**src/shared/cam_regs.svh**
```systemverilog
/*
  Register addresses, field positions and read-back masks for the CAN
  acceptance mask block. Assumes an 8-bit special-function-register port.
*/
`ifndef CAM_REGS_SVH
`define CAM_REGS_SVH

`define CAM_MASK1_ADDR   8'hc4
`define CAM_MASK2_ADDR   8'hc5
`define CAM_MASK3_ADDR   8'hc6
`define CAM_MASK4_ADDR   8'hc7
`define CAM_RTR_BIT      2
`define CAM_IDE_BIT      0
`define CAM_STD_LO_MSB   7
`define CAM_STD_LO_LSB   5
`define CAM_EXT_LO_LSB   3
`define CAM_STD_ID_W     11
`define CAM_EXT_ID_W     29
`define CAM_RSVD_READ    8'h00
`define CAM_STD_KEEP2    8'he0
`define CAM_STD_KEEP3    8'h00
`define CAM_STD_KEEP4    8'h05
`define CAM_EXT_KEEP4    8'hfd

`endif

```
**src/shared/cam_pkg.sv**
```systemverilog
/*
  Types for the CAN acceptance mask block.
  Assumes cam_regs.svh is on the include path.
*/
package cam_pkg;
  typedef enum logic {
    CAM_LAYOUT_STD = 1'b0,
    CAM_LAYOUT_EXT = 1'b1
  } cam_layout_t;

  typedef struct packed {
    logic [28:0] id;
    logic        rtr;
    logic        ide;
  } cam_frame_t;
endpackage

```
**src/shared/cam_cmp_if.sv**
```systemverilog
/*
  Carrier between the mask register file and the compare unit.
  Assumes one clock domain; purely combinational signals.
*/
`timescale 1ns/10ps
interface cam_cmp_if;
  import cam_pkg::*;
  cam_frame_t maskBits;
  cam_frame_t tagBits;
  cam_frame_t rxBits;
  logic       isExt;
  logic       hit;
  modport regs (output maskBits, output tagBits, output rxBits, output isExt, input hit);
  modport cmp  (input maskBits, input tagBits, input rxBits, input isExt, output hit);
endinterface

```
**src/core/cam_compare.sv**
```systemverilog
/*
  Masked identifier compare for one message object.
  Assumes inputs are already aligned to identifier bit order.
*/
`timescale 1ns/10ps
module cam_compare
  import cam_pkg::*;
(
  // carrier
  cam_cmp_if.cmp cmp
);
  logic [30:0] bitOk;
  logic [30:0] maskVec;
  logic [30:0] tagVec;
  logic [30:0] rxVec;
  logic [30:0] usedVec;

  assign maskVec = cmp.maskBits;
  assign tagVec  = cmp.tagBits;
  assign rxVec   = cmp.rxBits;
  // standard layout uses only id[10:0] plus rtr and ide
  assign usedVec = cmp.isExt ? 31'h7fffffff : 31'h00001fff;

  genvar i;
  generate
    for (i = 0; i < 31; i++) begin : g_bit
      assign bitOk[i] = ~usedVec[i] | ~maskVec[i] | (rxVec[i] == tagVec[i]);
    end
  endgenerate

  assign cmp.hit = &bitOk;
endmodule // cam_compare

```
**src/core/cam_mask_regs.sv**
```systemverilog
/*
  Identifier mask registers of one CAN message object, with the matching
  tag inputs and the acceptance decision for received frames.
  Assumes the register port is an 8-bit SFR port in the core clock domain
  and the receive engine presents one frame identifier per valid pulse.
*/
// Behaviour
// - A mask bit at zero makes its identifier bit match regardless of value.
// - A mask bit at one requires the received bit to equal the tag bit.
// - The mask acts only on received frames and is ignored for transmission.
// - Standard layout: first mask register bits 7..0 mask identifier bits 10..3.
// - Standard layout: second register bits 7..5 mask id 2..0, bits 4..0 reserved.
// - Standard layout: third mask register is entirely reserved.
// - Fourth mask register bit 2 masks the remote-request flag.
// - Fourth register bit 0 masks the extension flag; bits 7..3 and 1 reserved in std.
// - Extended layout: first mask register bits 7..0 mask identifier bits 28..21.
// - Extended layout: second mask register bits 7..0 mask identifier bits 20..13.
// - Reserved bits read indeterminate and software must not write ones to them.
// - Masks have no reset value; software programs them before reception.
// - Extended layout: third mask register bits 7..0 mask identifier bits 12..5.
// - Extended layout: fourth register bits 7..3 mask id 4..0, rtr at 2, ide at 0.
// - Tag registers hold the reference bits, remote-request tag at bit 2 of the fourth.
`timescale 1ns/10ps
`include "cam_regs.svh"
module cam_mask_regs
  import cam_pkg::*;
#(
  parameter int REG_COUNT = 4
) (
  // clock and reset
  input  wire logic        core_clk,
  input  wire logic        reset_n,
  // sfr port
  input  wire logic [7:0]  sfrAddr,
  input  wire logic        sfrWrite,
  input  wire logic        sfrRead,
  input  wire logic [7:0]  sfrWdata,
  output logic      [7:0]  sfrRdata,
  // object configuration
  input  wire cam_layout_t layoutSel,
  input  wire logic        objRxEnable,
  input  wire logic [31:0] tagRegs,
  // receive engine
  input  wire logic        rxValid,
  input  wire logic        rxIsTransmit,
  input  wire logic [28:0] rxId,
  input  wire logic        rxRtr,
  input  wire logic        rxIde,
  // result
  output logic             rxAccept,
  output logic             rxReject,
  output logic      [31:0] maskOut
);
  // no reset: mask storage holds whatever software last wrote
  logic [7:0]           maskMem [REG_COUNT];

  // register port decode
  logic                 addrHit;
  logic                 rdHit;
  logic [1:0]           regIdx;
  logic [REG_COUNT-1:0] regSel;
  logic [REG_COUNT-1:0] regWrEn;
  logic [7:0]           rdKeep [REG_COUNT];
  logic [7:0]           rdByte [REG_COUNT];
  logic [7:0]           rdSel;
  logic [7:0]           rdata_next;

  // mask and tag words, byte 1 in the top bits
  logic [31:0]          maskWord;
  logic [31:0]          tagWord;

  // standard layout fields
  logic [7:0]           stdIdMaskUpperBits;
  logic [2:0]           stdIdMaskLowerBits;
  logic [7:0]           stdIdTagUpperBits;
  logic [2:0]           stdIdTagLowerBits;
  logic [28:0]          stdMaskId;
  logic [28:0]          stdTagId;

  // extended layout fields
  logic [7:0]           extIdMaskBitsTop;
  logic [7:0]           extIdMaskBitsMid;
  logic [7:0]           extIdMaskBitsLow;
  logic [4:0]           extIdMaskBitsTail;
  logic [28:0]          extMaskId;
  logic [28:0]          extTagId;

  // flag masks and tags
  logic                 remoteRequestMask;
  logic                 idExtensionMask;
  logic                 remoteRequestTag;
  logic                 idExtensionTag;

  // acceptance decision
  logic                 isExtLayout;
  logic                 hitWire;
  logic                 rxFrameSeen;
  logic                 accept_next;
  logic                 reject_next;

  cam_cmp_if cmpBus ();

  // layout is a level; a change mid-frame alters the compare at once
  assign isExtLayout = (layoutSel == CAM_LAYOUT_EXT);
  // unmapped addresses neither store nor read back
  assign addrHit     = (sfrAddr >= `CAM_MASK1_ADDR) && (sfrAddr <= `CAM_MASK4_ADDR);
  assign rdHit       = sfrRead && addrHit;
  // window is four aligned bytes, so the low bits pick the byte
  assign regIdx      = 2'(sfrAddr - `CAM_MASK1_ADDR);

  genvar g;
  generate
    for (g = 0; g < REG_COUNT; g++) begin : g_byte
      assign regSel[g]  = addrHit && (regIdx == 2'(g));
      assign regWrEn[g] = sfrWrite && regSel[g];
      // whole byte kept, reserved bits too
      always_ff @(posedge core_clk) begin
        if (regWrEn[g]) begin
          maskMem[g] <= sfrWdata;
        end
      end
      assign rdByte[g] = maskMem[g] & rdKeep[g];
    end
  endgenerate

  // reserved bits read back as zero
  // zero is one legal pick for indeterminate bits; software must not rely on it
  assign rdKeep[0]  = 8'hff;
  assign rdKeep[1]  = isExtLayout ? 8'hff : `CAM_STD_KEEP2;
  assign rdKeep[2]  = isExtLayout ? 8'hff : `CAM_STD_KEEP3;
  assign rdKeep[3]  = isExtLayout ? `CAM_EXT_KEEP4 : `CAM_STD_KEEP4;
  assign rdSel      = rdByte[regIdx];
  assign rdata_next = rdHit ? rdSel : `CAM_RSVD_READ;

  assign maskWord = {maskMem[0], maskMem[1], maskMem[2], maskMem[3]};
  assign tagWord  = tagRegs;

  // standard layout: id 10..3, then id 2..0
  assign stdIdMaskUpperBits = maskWord[31:24];
  assign stdIdMaskLowerBits = maskWord[16+`CAM_STD_LO_MSB:16+`CAM_STD_LO_LSB];
  assign stdIdTagUpperBits  = tagWord[31:24];
  assign stdIdTagLowerBits  = tagWord[16+`CAM_STD_LO_MSB:16+`CAM_STD_LO_LSB];
  // identifier bits above 10 never take part in a standard compare
  assign stdMaskId = {18'h00000, stdIdMaskUpperBits, stdIdMaskLowerBits};
  assign stdTagId  = {18'h00000, stdIdTagUpperBits, stdIdTagLowerBits};

  // extended layout spans all four bytes
  assign extIdMaskBitsTop  = maskWord[31:24];
  assign extIdMaskBitsMid  = maskWord[23:16];
  assign extIdMaskBitsLow  = maskWord[15:8];
  assign extIdMaskBitsTail = maskWord[7:`CAM_EXT_LO_LSB];
  assign extMaskId = {extIdMaskBitsTop, extIdMaskBitsMid, extIdMaskBitsLow, extIdMaskBitsTail};
  assign extTagId  = tagWord[31:`CAM_EXT_LO_LSB];

  assign remoteRequestMask = maskWord[`CAM_RTR_BIT];
  assign idExtensionMask   = maskWord[`CAM_IDE_BIT];
  // reference bits come from the tag registers
  assign remoteRequestTag  = tagWord[`CAM_RTR_BIT];
  assign idExtensionTag    = tagWord[`CAM_IDE_BIT];

  // reserved positions never reach the compare
  assign cmpBus.maskBits.id  = isExtLayout ? extMaskId : stdMaskId;
  assign cmpBus.tagBits.id   = isExtLayout ? extTagId : stdTagId;
  assign cmpBus.maskBits.rtr = remoteRequestMask;
  assign cmpBus.tagBits.rtr  = remoteRequestTag;
  assign cmpBus.maskBits.ide = idExtensionMask;
  assign cmpBus.tagBits.ide  = idExtensionTag;
  assign cmpBus.rxBits.id    = rxId;
  assign cmpBus.rxBits.rtr   = rxRtr;
  assign cmpBus.rxBits.ide   = rxIde;
  assign cmpBus.isExt        = isExtLayout;
  assign hitWire             = cmpBus.hit;

  cam_compare u_compare (
    .cmp (cmpBus)
  );

  // transmit frames never consult the mask
  assign rxFrameSeen = rxValid && !rxIsTransmit && objRxEnable;
  // exactly one of the two per received frame while objRxEnable is set, neither when it is clear
  assign accept_next = rxFrameSeen && hitWire;
  assign reject_next = rxFrameSeen && !hitWire;

  // zero outside a read, so a stale byte never lingers on the port
  always_ff @(posedge core_clk) begin
    if (!reset_n) begin
      sfrRdata <= 8'h00;
    end else begin
      sfrRdata <= rdata_next;
    end
  end

  // single-cycle accept pulse
  always_ff @(posedge core_clk) begin
    if (!reset_n) begin
      rxAccept <= 1'b0;
    end else begin
      rxAccept <= accept_next;
    end
  end

  // single-cycle reject pulse
  always_ff @(posedge core_clk) begin
    if (!reset_n) begin
      rxReject <= 1'b0;
    end else begin
      rxReject <= reject_next;
    end
  end

  // cost: the compare sees a write one edge before this copy does
  always_ff @(posedge core_clk) begin
    if (!reset_n) begin
      maskOut <= 32'h00000000;
    end else begin
      maskOut <= maskWord;
    end
  end
endmodule // cam_mask_regs

```
**config.mk**
```make
export PLATFORM = sky130hd
export DESIGN_NAME = cam_mask_regs
export DESIGN_NICKNAME = d
export VERILOG_FILES = /design/src/shared/cam_pkg.sv /design/src/shared/cam_cmp_if.sv /design/src/core/cam_compare.sv /design/src/core/cam_mask_regs.sv
export VERILOG_INCLUDE_DIRS = /design/src /design/src/shared
export SDC_FILE = /design/constraint.sdc
export NUM_CORES = 1
export LEC_CHECK = 0
export BUFFER_PORTS_ARGS = -buffer_cell sky130_fd_sc_hd__buf_4
export CAP_MARGIN = 25
export CELL_PAD_IN_SITES_DETAIL_PLACEMENT = 1
export CELL_PAD_IN_SITES_GLOBAL_PLACEMENT = 2
export CORE_MARGIN = 10
export CORE_UTILIZATION = 31
export CTS_CLUSTER_DIAMETER = 100
export DETAILED_ROUTE_END_ITERATION = 7
export GPL_ROUTABILITY_DRIVEN = 0
export GPL_TIMING_DRIVEN = 0
export PLACE_DENSITY = 0.93
export REMOVE_ABC_BUFFERS = 1
export SYNTH_ARGS = -nofsm -noshare
export SYNTH_HDL_FRONTEND = slang
export SYNTH_SLANG_ARGS = --single-unit
```
**constraint.sdc**
```tcl
create_clock -name core_clk -period 5.5 [get_ports core_clk]
set_input_delay 0.825 -clock core_clk [delete_from_list [all_inputs] [get_ports core_clk]]
set_output_delay 0.825 -clock core_clk [all_outputs]
set_load 0.01 [all_outputs]
```
## Yosys cells after proc, flatten, opt, wreduce, memory -nomap -nowiden

Memory sizes are Yosys's and may differ from the RTL's.
Index checks and enable logic that the tools add are counted.

- Register bits after elaboration: 42
- Memory bits (writable): 32
- Input bits: 87
- Output and inout bits: 42
- Word-level logic and storage cells: 219
- Memories kept: 1

- Add/subtract/negate cells: 1
- Magnitude comparators: 3
- Equality and inequality tests: 34
- Muxes and demuxes: 26
- Bitwise logic cells: 128
- Reductions and logical operators: 22

Memory list:

| name | words | width | rd ports | clocked after memory_dff | write ports | RTL line | text |
|---|---|---|---|---|---|---|---|
| maskMem | 4 | 8 | 4 | 0 | 1 | cam_mask_regs.sv:55 | `logic [7:0] maskMem [REG_COUNT];` |

Operators by type and width:

| operator | number |
|---|---|
| $not 1->1 | 62 |
| $or 1x1->1 | 62 |
| $mux 29 | 2 |
| $mux 8 | 7 |
| $eq 1x1->1 | 31 |
| $mux 31 | 1 |
| $reduce_and 31->1 | 1 |
| $and 8x8->8 | 3 |
| $reduce_or 8->1 | 3 |
| $bmux 8 s2 | 1 |
| $logic_and 1x1->1 | 14 |
| $mux 1 | 11 |
| $ge 8x8->1 const B | 1 |
| $le 8x8->1 const B | 1 |
| $mux 2 | 3 |
| $mux 5 | 1 |
| $eq 2x2->1 const B | 2 |
| $ge 3x3->1 const B | 1 |
| $not 2->3 | 1 |
| $eq 2x1->1 const B | 1 |
| $logic_not 1->1 | 2 |
| $logic_not 2->1 | 1 |
| $reduce_and 2->1 | 1 |
| $sub 2x1->2 const B | 1 |

## Longest topological paths before layout

- Depth in word-level cells: 10
- Gate-level depth with buffers: 6
- Depth with buffers taken out: 5

## Modules after synthesis

A second synthesis with hierarchy kept.

- Cells, all modules: 277
- Area total of the unflattened synthesis: 3,389.5 um2

By module, submodules not included:

| module | instances | cells each | area an instance (um2) | sequential area each (um2) |
|---|---|---|---|---|
| cam_mask_regs | 1 | 227 | 2,947.8 | 1,801.7 |
| cam_compare | 1 | 50 | 441.7 | 0.0 |

## Worst setup path before layout

OpenSTA, ideal clock, no wires.

- Path type: input-to-reg
- Start point: input sfrAddr[4]
- End point: memory maskMem[1][0], enable pin
- Setup time: 385 ps
- Data arrival time: 2,054 ps
- Data required time: 5,115 ps
- Slack: 3,061 ps
- Stages: 4
- Path buffers: 0
- Cells stage by stage: nor4b_1 > and3_1 > nand2_1 > nor3b_1

- Longest elaborated chain between the ends: 10
- Elaborated cells between the ends (all ways): 28
- Those cells by class: order compare (2); mux (14); reduce/logical (12)

Ends and longest elaborated chain:

| what | RTL line | text |
|---|---|---|
| start: declaration | cam_mask_regs.sv:34 | `input wire logic [7:0] sfrAddr,` |
| $ge 8x8->1 (no line) or $le 8x8->1 (tied branches) | n/a |  |
| $logic_and 1x1->1 * | cam_mask_regs.sv:106 | `` assign addrHit = (sfrAddr >= `CAM_MASK1_ADDR) && (sfrAddr <= `CAM_MASK4_ADDR); `` |
| $logic_and 1x1->1 * | cam_mask_regs.sv:114 | `assign regSel[g] = addrHit && (regIdx == 2'(g));` |
| $logic_and 1x1->1 * | cam_mask_regs.sv:115 | `assign regWrEn[g] = sfrWrite && regSel[g];` |
| net regWrEn[1] | cam_mask_regs.sv:62 | `logic [REG_COUNT-1:0] regWrEn;` |
| $mux 1 * | cam_mask_regs.sv:118 | `if (regWrEn[g]) begin` |
| $mux 1 (implied by the code) * | cam_mask_regs.sv:119 | `maskMem[g] <= sfrWdata;` |
| $reduce_or 8->1 (no line) | n/a |  |
| $mux 2 (no line) or $mux 1 (tied branches) (3 in a row) | n/a |  |
| end: declaration | cam_mask_regs.sv:55 |  |

The timed path passes the listed nets; every way through them passes the cells marked *.

## Worst setup path in the final report

- Start point: input sfrAddr[4]
- End point: memory maskMem[1][6], enable pin

Same word-level chain as after synthesis.

==> impl_metrics.toml <==
[outcome]
status = "finished clean"

[finish]
fillers = 1013
final_cell_count_no_fill = 501
syn_to_final_growth_pct = 43.9
multi_input_comb_area_sq_um = 1150
layout_common_cells = "127 x buf_4, 42 x xor2_1, 42 x dfxtp_1, 32 x and2_1, 32 x edfxtp_1"
fraction_of_layout_cells_with_a_size_suffix_above_1_pct = 39.5
fin_nets = 454
insertedDiodeCount = 0
most_common_library_cell_in_the_layout_ignoring_fill_and_taps = "buf_4"
register_area_sq_um = 1800

[floorplan]
num_rows = 35
die_width_um = 118
die_area_sq_um = 14000
die_height_um = 118
placeableCoreArea_sq_um = 9330
initial_util_pct = 32.0
floorplan.io_pins = 129

[synthesis]
syn_avg_cell_area_sq_um = 12.6
synthesis.yosys.warnings = 0
async_reset_ff_share_pct = 0
synthesis.instances = 237
post_synthesis_instance_area_sq_um = 2980
synth_ff_type = "dfxtp_1"
ys_seq_area_share_pct = 60.4
synth_enable_flop_cells = 32
yosys_register_bits = 74
synth.lib_cells_used.distinct = 36

[critical_path]
cp-startpoint = "sfrAddr[4]"
critical_path_class = "in -> reg"
cp_cell_sequence = "buf_4 -> nor4b_1 -> and3_1 -> nand2_1 -> nor3b_2"
critPathMaxStageDelay_ns = 0.81
critical_path.max_fanout = 8
timing.critical_path.from_type = "primary input"
required_time_at_the_worst_slack_endpoint_ns = 5.46
critical_path.reg2reg.startpoint = "maskMem[2][2]"
regToRegSetupSlack_ns = 4.02
crit_path_end_kind = "flip-flop"
worst_ep_arrival_time_ns = 2.38
critical_path.slowest_cell = "nor3b_2"

[place]
dp.cells = 485
place.detailed.hpwl_um = 8120
port-buffer-count = 127

[sta]
post-route-period-util_pct = 44.1
fin_worst_skew_ns = 0.0116
timing.max_slew.rel_slack_pct = 35.8
slew_viol_final = 0
setup_repair_after_global_routing_missed_its_margin = "no"
final_number_of_hold_violating_endpoints = 0
setup_violations = 0
worst_slew_pin_slew_ns = 0.959
layout_min_cycle_time_ns = 2.43
setup_total_negative_slack_ns = 0
clock.fmax_mhz = 412

[min_path]
min_path_type = "reg -> reg"
hold_path.startpoint = "maskMem[3][1]"

[detailed_routing]
starting_drt_drc_count = 94
highest_layer = "met4"
remaining_antenna_violation_count_after_routing = 0
wl_met1_um = 4250
met3_wirelength_um = 705
met2_length_um = 5310
drt_drc_violations_left = 0
drt_pre_antenna_iters = 5
routed_wire_length_per_instance_um = 20.9
detail_route.wirelength_um = 10400
detailroute.via_count = 2389
avgViaCountPerCell = 4.77

[clock_network]
htree_levels = 3
clock_path_buffers = 2
clk_pin_slew_worst_paths_ns = 0.08
ctsHoldBuffers = 0
clk_root_buffer_cell = "clkbuf_8"
cts_num_sinks = 74
cts-buffers-inserted = 9
clock_latency_ns = 0.34
quantity_of_gates_resized_following_cts = 0
clock_tree_from_tritoncts = "yes"
buffer_count_from_post_cts_setup_fixing = 0

[global_routing]
vias_in_the_first_global_route = 2712
initial_antenna_violation_count = 0
grt_pass1_wl_um = 15800
track_usage_pct = 14.7
grt_overflow = 0
grt_max_degree = 35

[job]
max_cap_viols = 0

[pwr]
power_density_nw_per_um2 = 272
leakage_nw = 1.84
vdd_drop_max_mv = 0.131
power.total_w = 0.00117
report_power, final:
part	leakage, nW	switching, W	internal (W)
combinational	1.09	0.0000607	0.0000747
sequential	0.635	0.00000230	0.000579
clock	0.112	0.000205	0.000247
critical path, delay by kind of cell:
family        cells  cell delay [ns]
buf+inv           1             0.11
simple gates      4             1.44
cell usage after synthesis, drive strengths merged, types with 3 or more instances:
| master | instances | share of area (%) |
|---|---|---|
| mux2i | 6 | 2.0 |
| dfxtp | 42 | 28 |
| nand2 | 10 | 1.3 |
| a22oi | 17 | 4.3 |
| and4 | 3 | 0.88 |
| xor2 | 42 | 12 |
| a222oi | 3 | 1.0 |
| nor2 | 7 | 0.88 |
| edfxtp | 32 | 32 |
| o22a | 3 | 0.88 |
| buf | 3 | 0.67 |
| nor2b | 4 | 0.84 |
| clkbuf | 5 | 0.63 |
| and2 | 32 | 6.7 |
sequential cells by signal (all words and copies together), names as in the netlist:
name,count
maskMem,32
maskOut,32
sfrRdata,8
rxAccept,1
rxReject,1
per-layer routing:
layer / global-route usage, % / up-vias
li1: - / 1113
met1: 16.8 / 1170
met2: 25.5 / 95
met3: 4.46 / 11
met4: 5.02 / 0
met5: 0 / -
final timing paths:
kind	to	cells after the start
hold reg to reg	maskOut[1]	1
setup reg to reg	rxReject	4
setup / recovery	maskMem[1][6]	5
hold / removal	maskOut[1]	1
cell families (layout without fill, tap and decap cells):
| group | after synthesis | count (layout) | share of synthesized area, % |
|---|---|---|---|
| muxes | 8 | 8 | 2.77 |
| AOI/OAI and AO/OA | 38 | 38 | 10.0 |
| xor gates and xnor gates | 42 | 42 | 12.3 |
| buffers and inverters | 9 | 144 | 1.43 |
| and+or+nand+nor | 66 | 66 | 13.1 |
| DFF | 74 | 74 | 60.4 |
cell type report:
type / instances / area share (%)
well taps: 129 / 3.76
clock buffers: 14 / 4.81
multi-input cells: 154 / 26.9
inverters: 1 / 0.0874
flip-flops and latches: 74 / 42.0
repair buffers: 127 / 22.2
clock inverters: 2 / 0.262
through the flow:
stage                     worst slack (ns)  cell area [sq um]  hold slack, ns  util, %
final                                 3.07               4290           0.453     46.0
after global routing                  2.91               4290           0.484     46.0
after CTS                             3.04               4290           0.458     46.0
after detailed placement              2.68               4080           0.439     43.7
after global placement                2.22               4060           0.440     43.5
after floorplan                       3.06               2950           0.426        -
No activity file was read; power rests on OpenSTA's default activity.
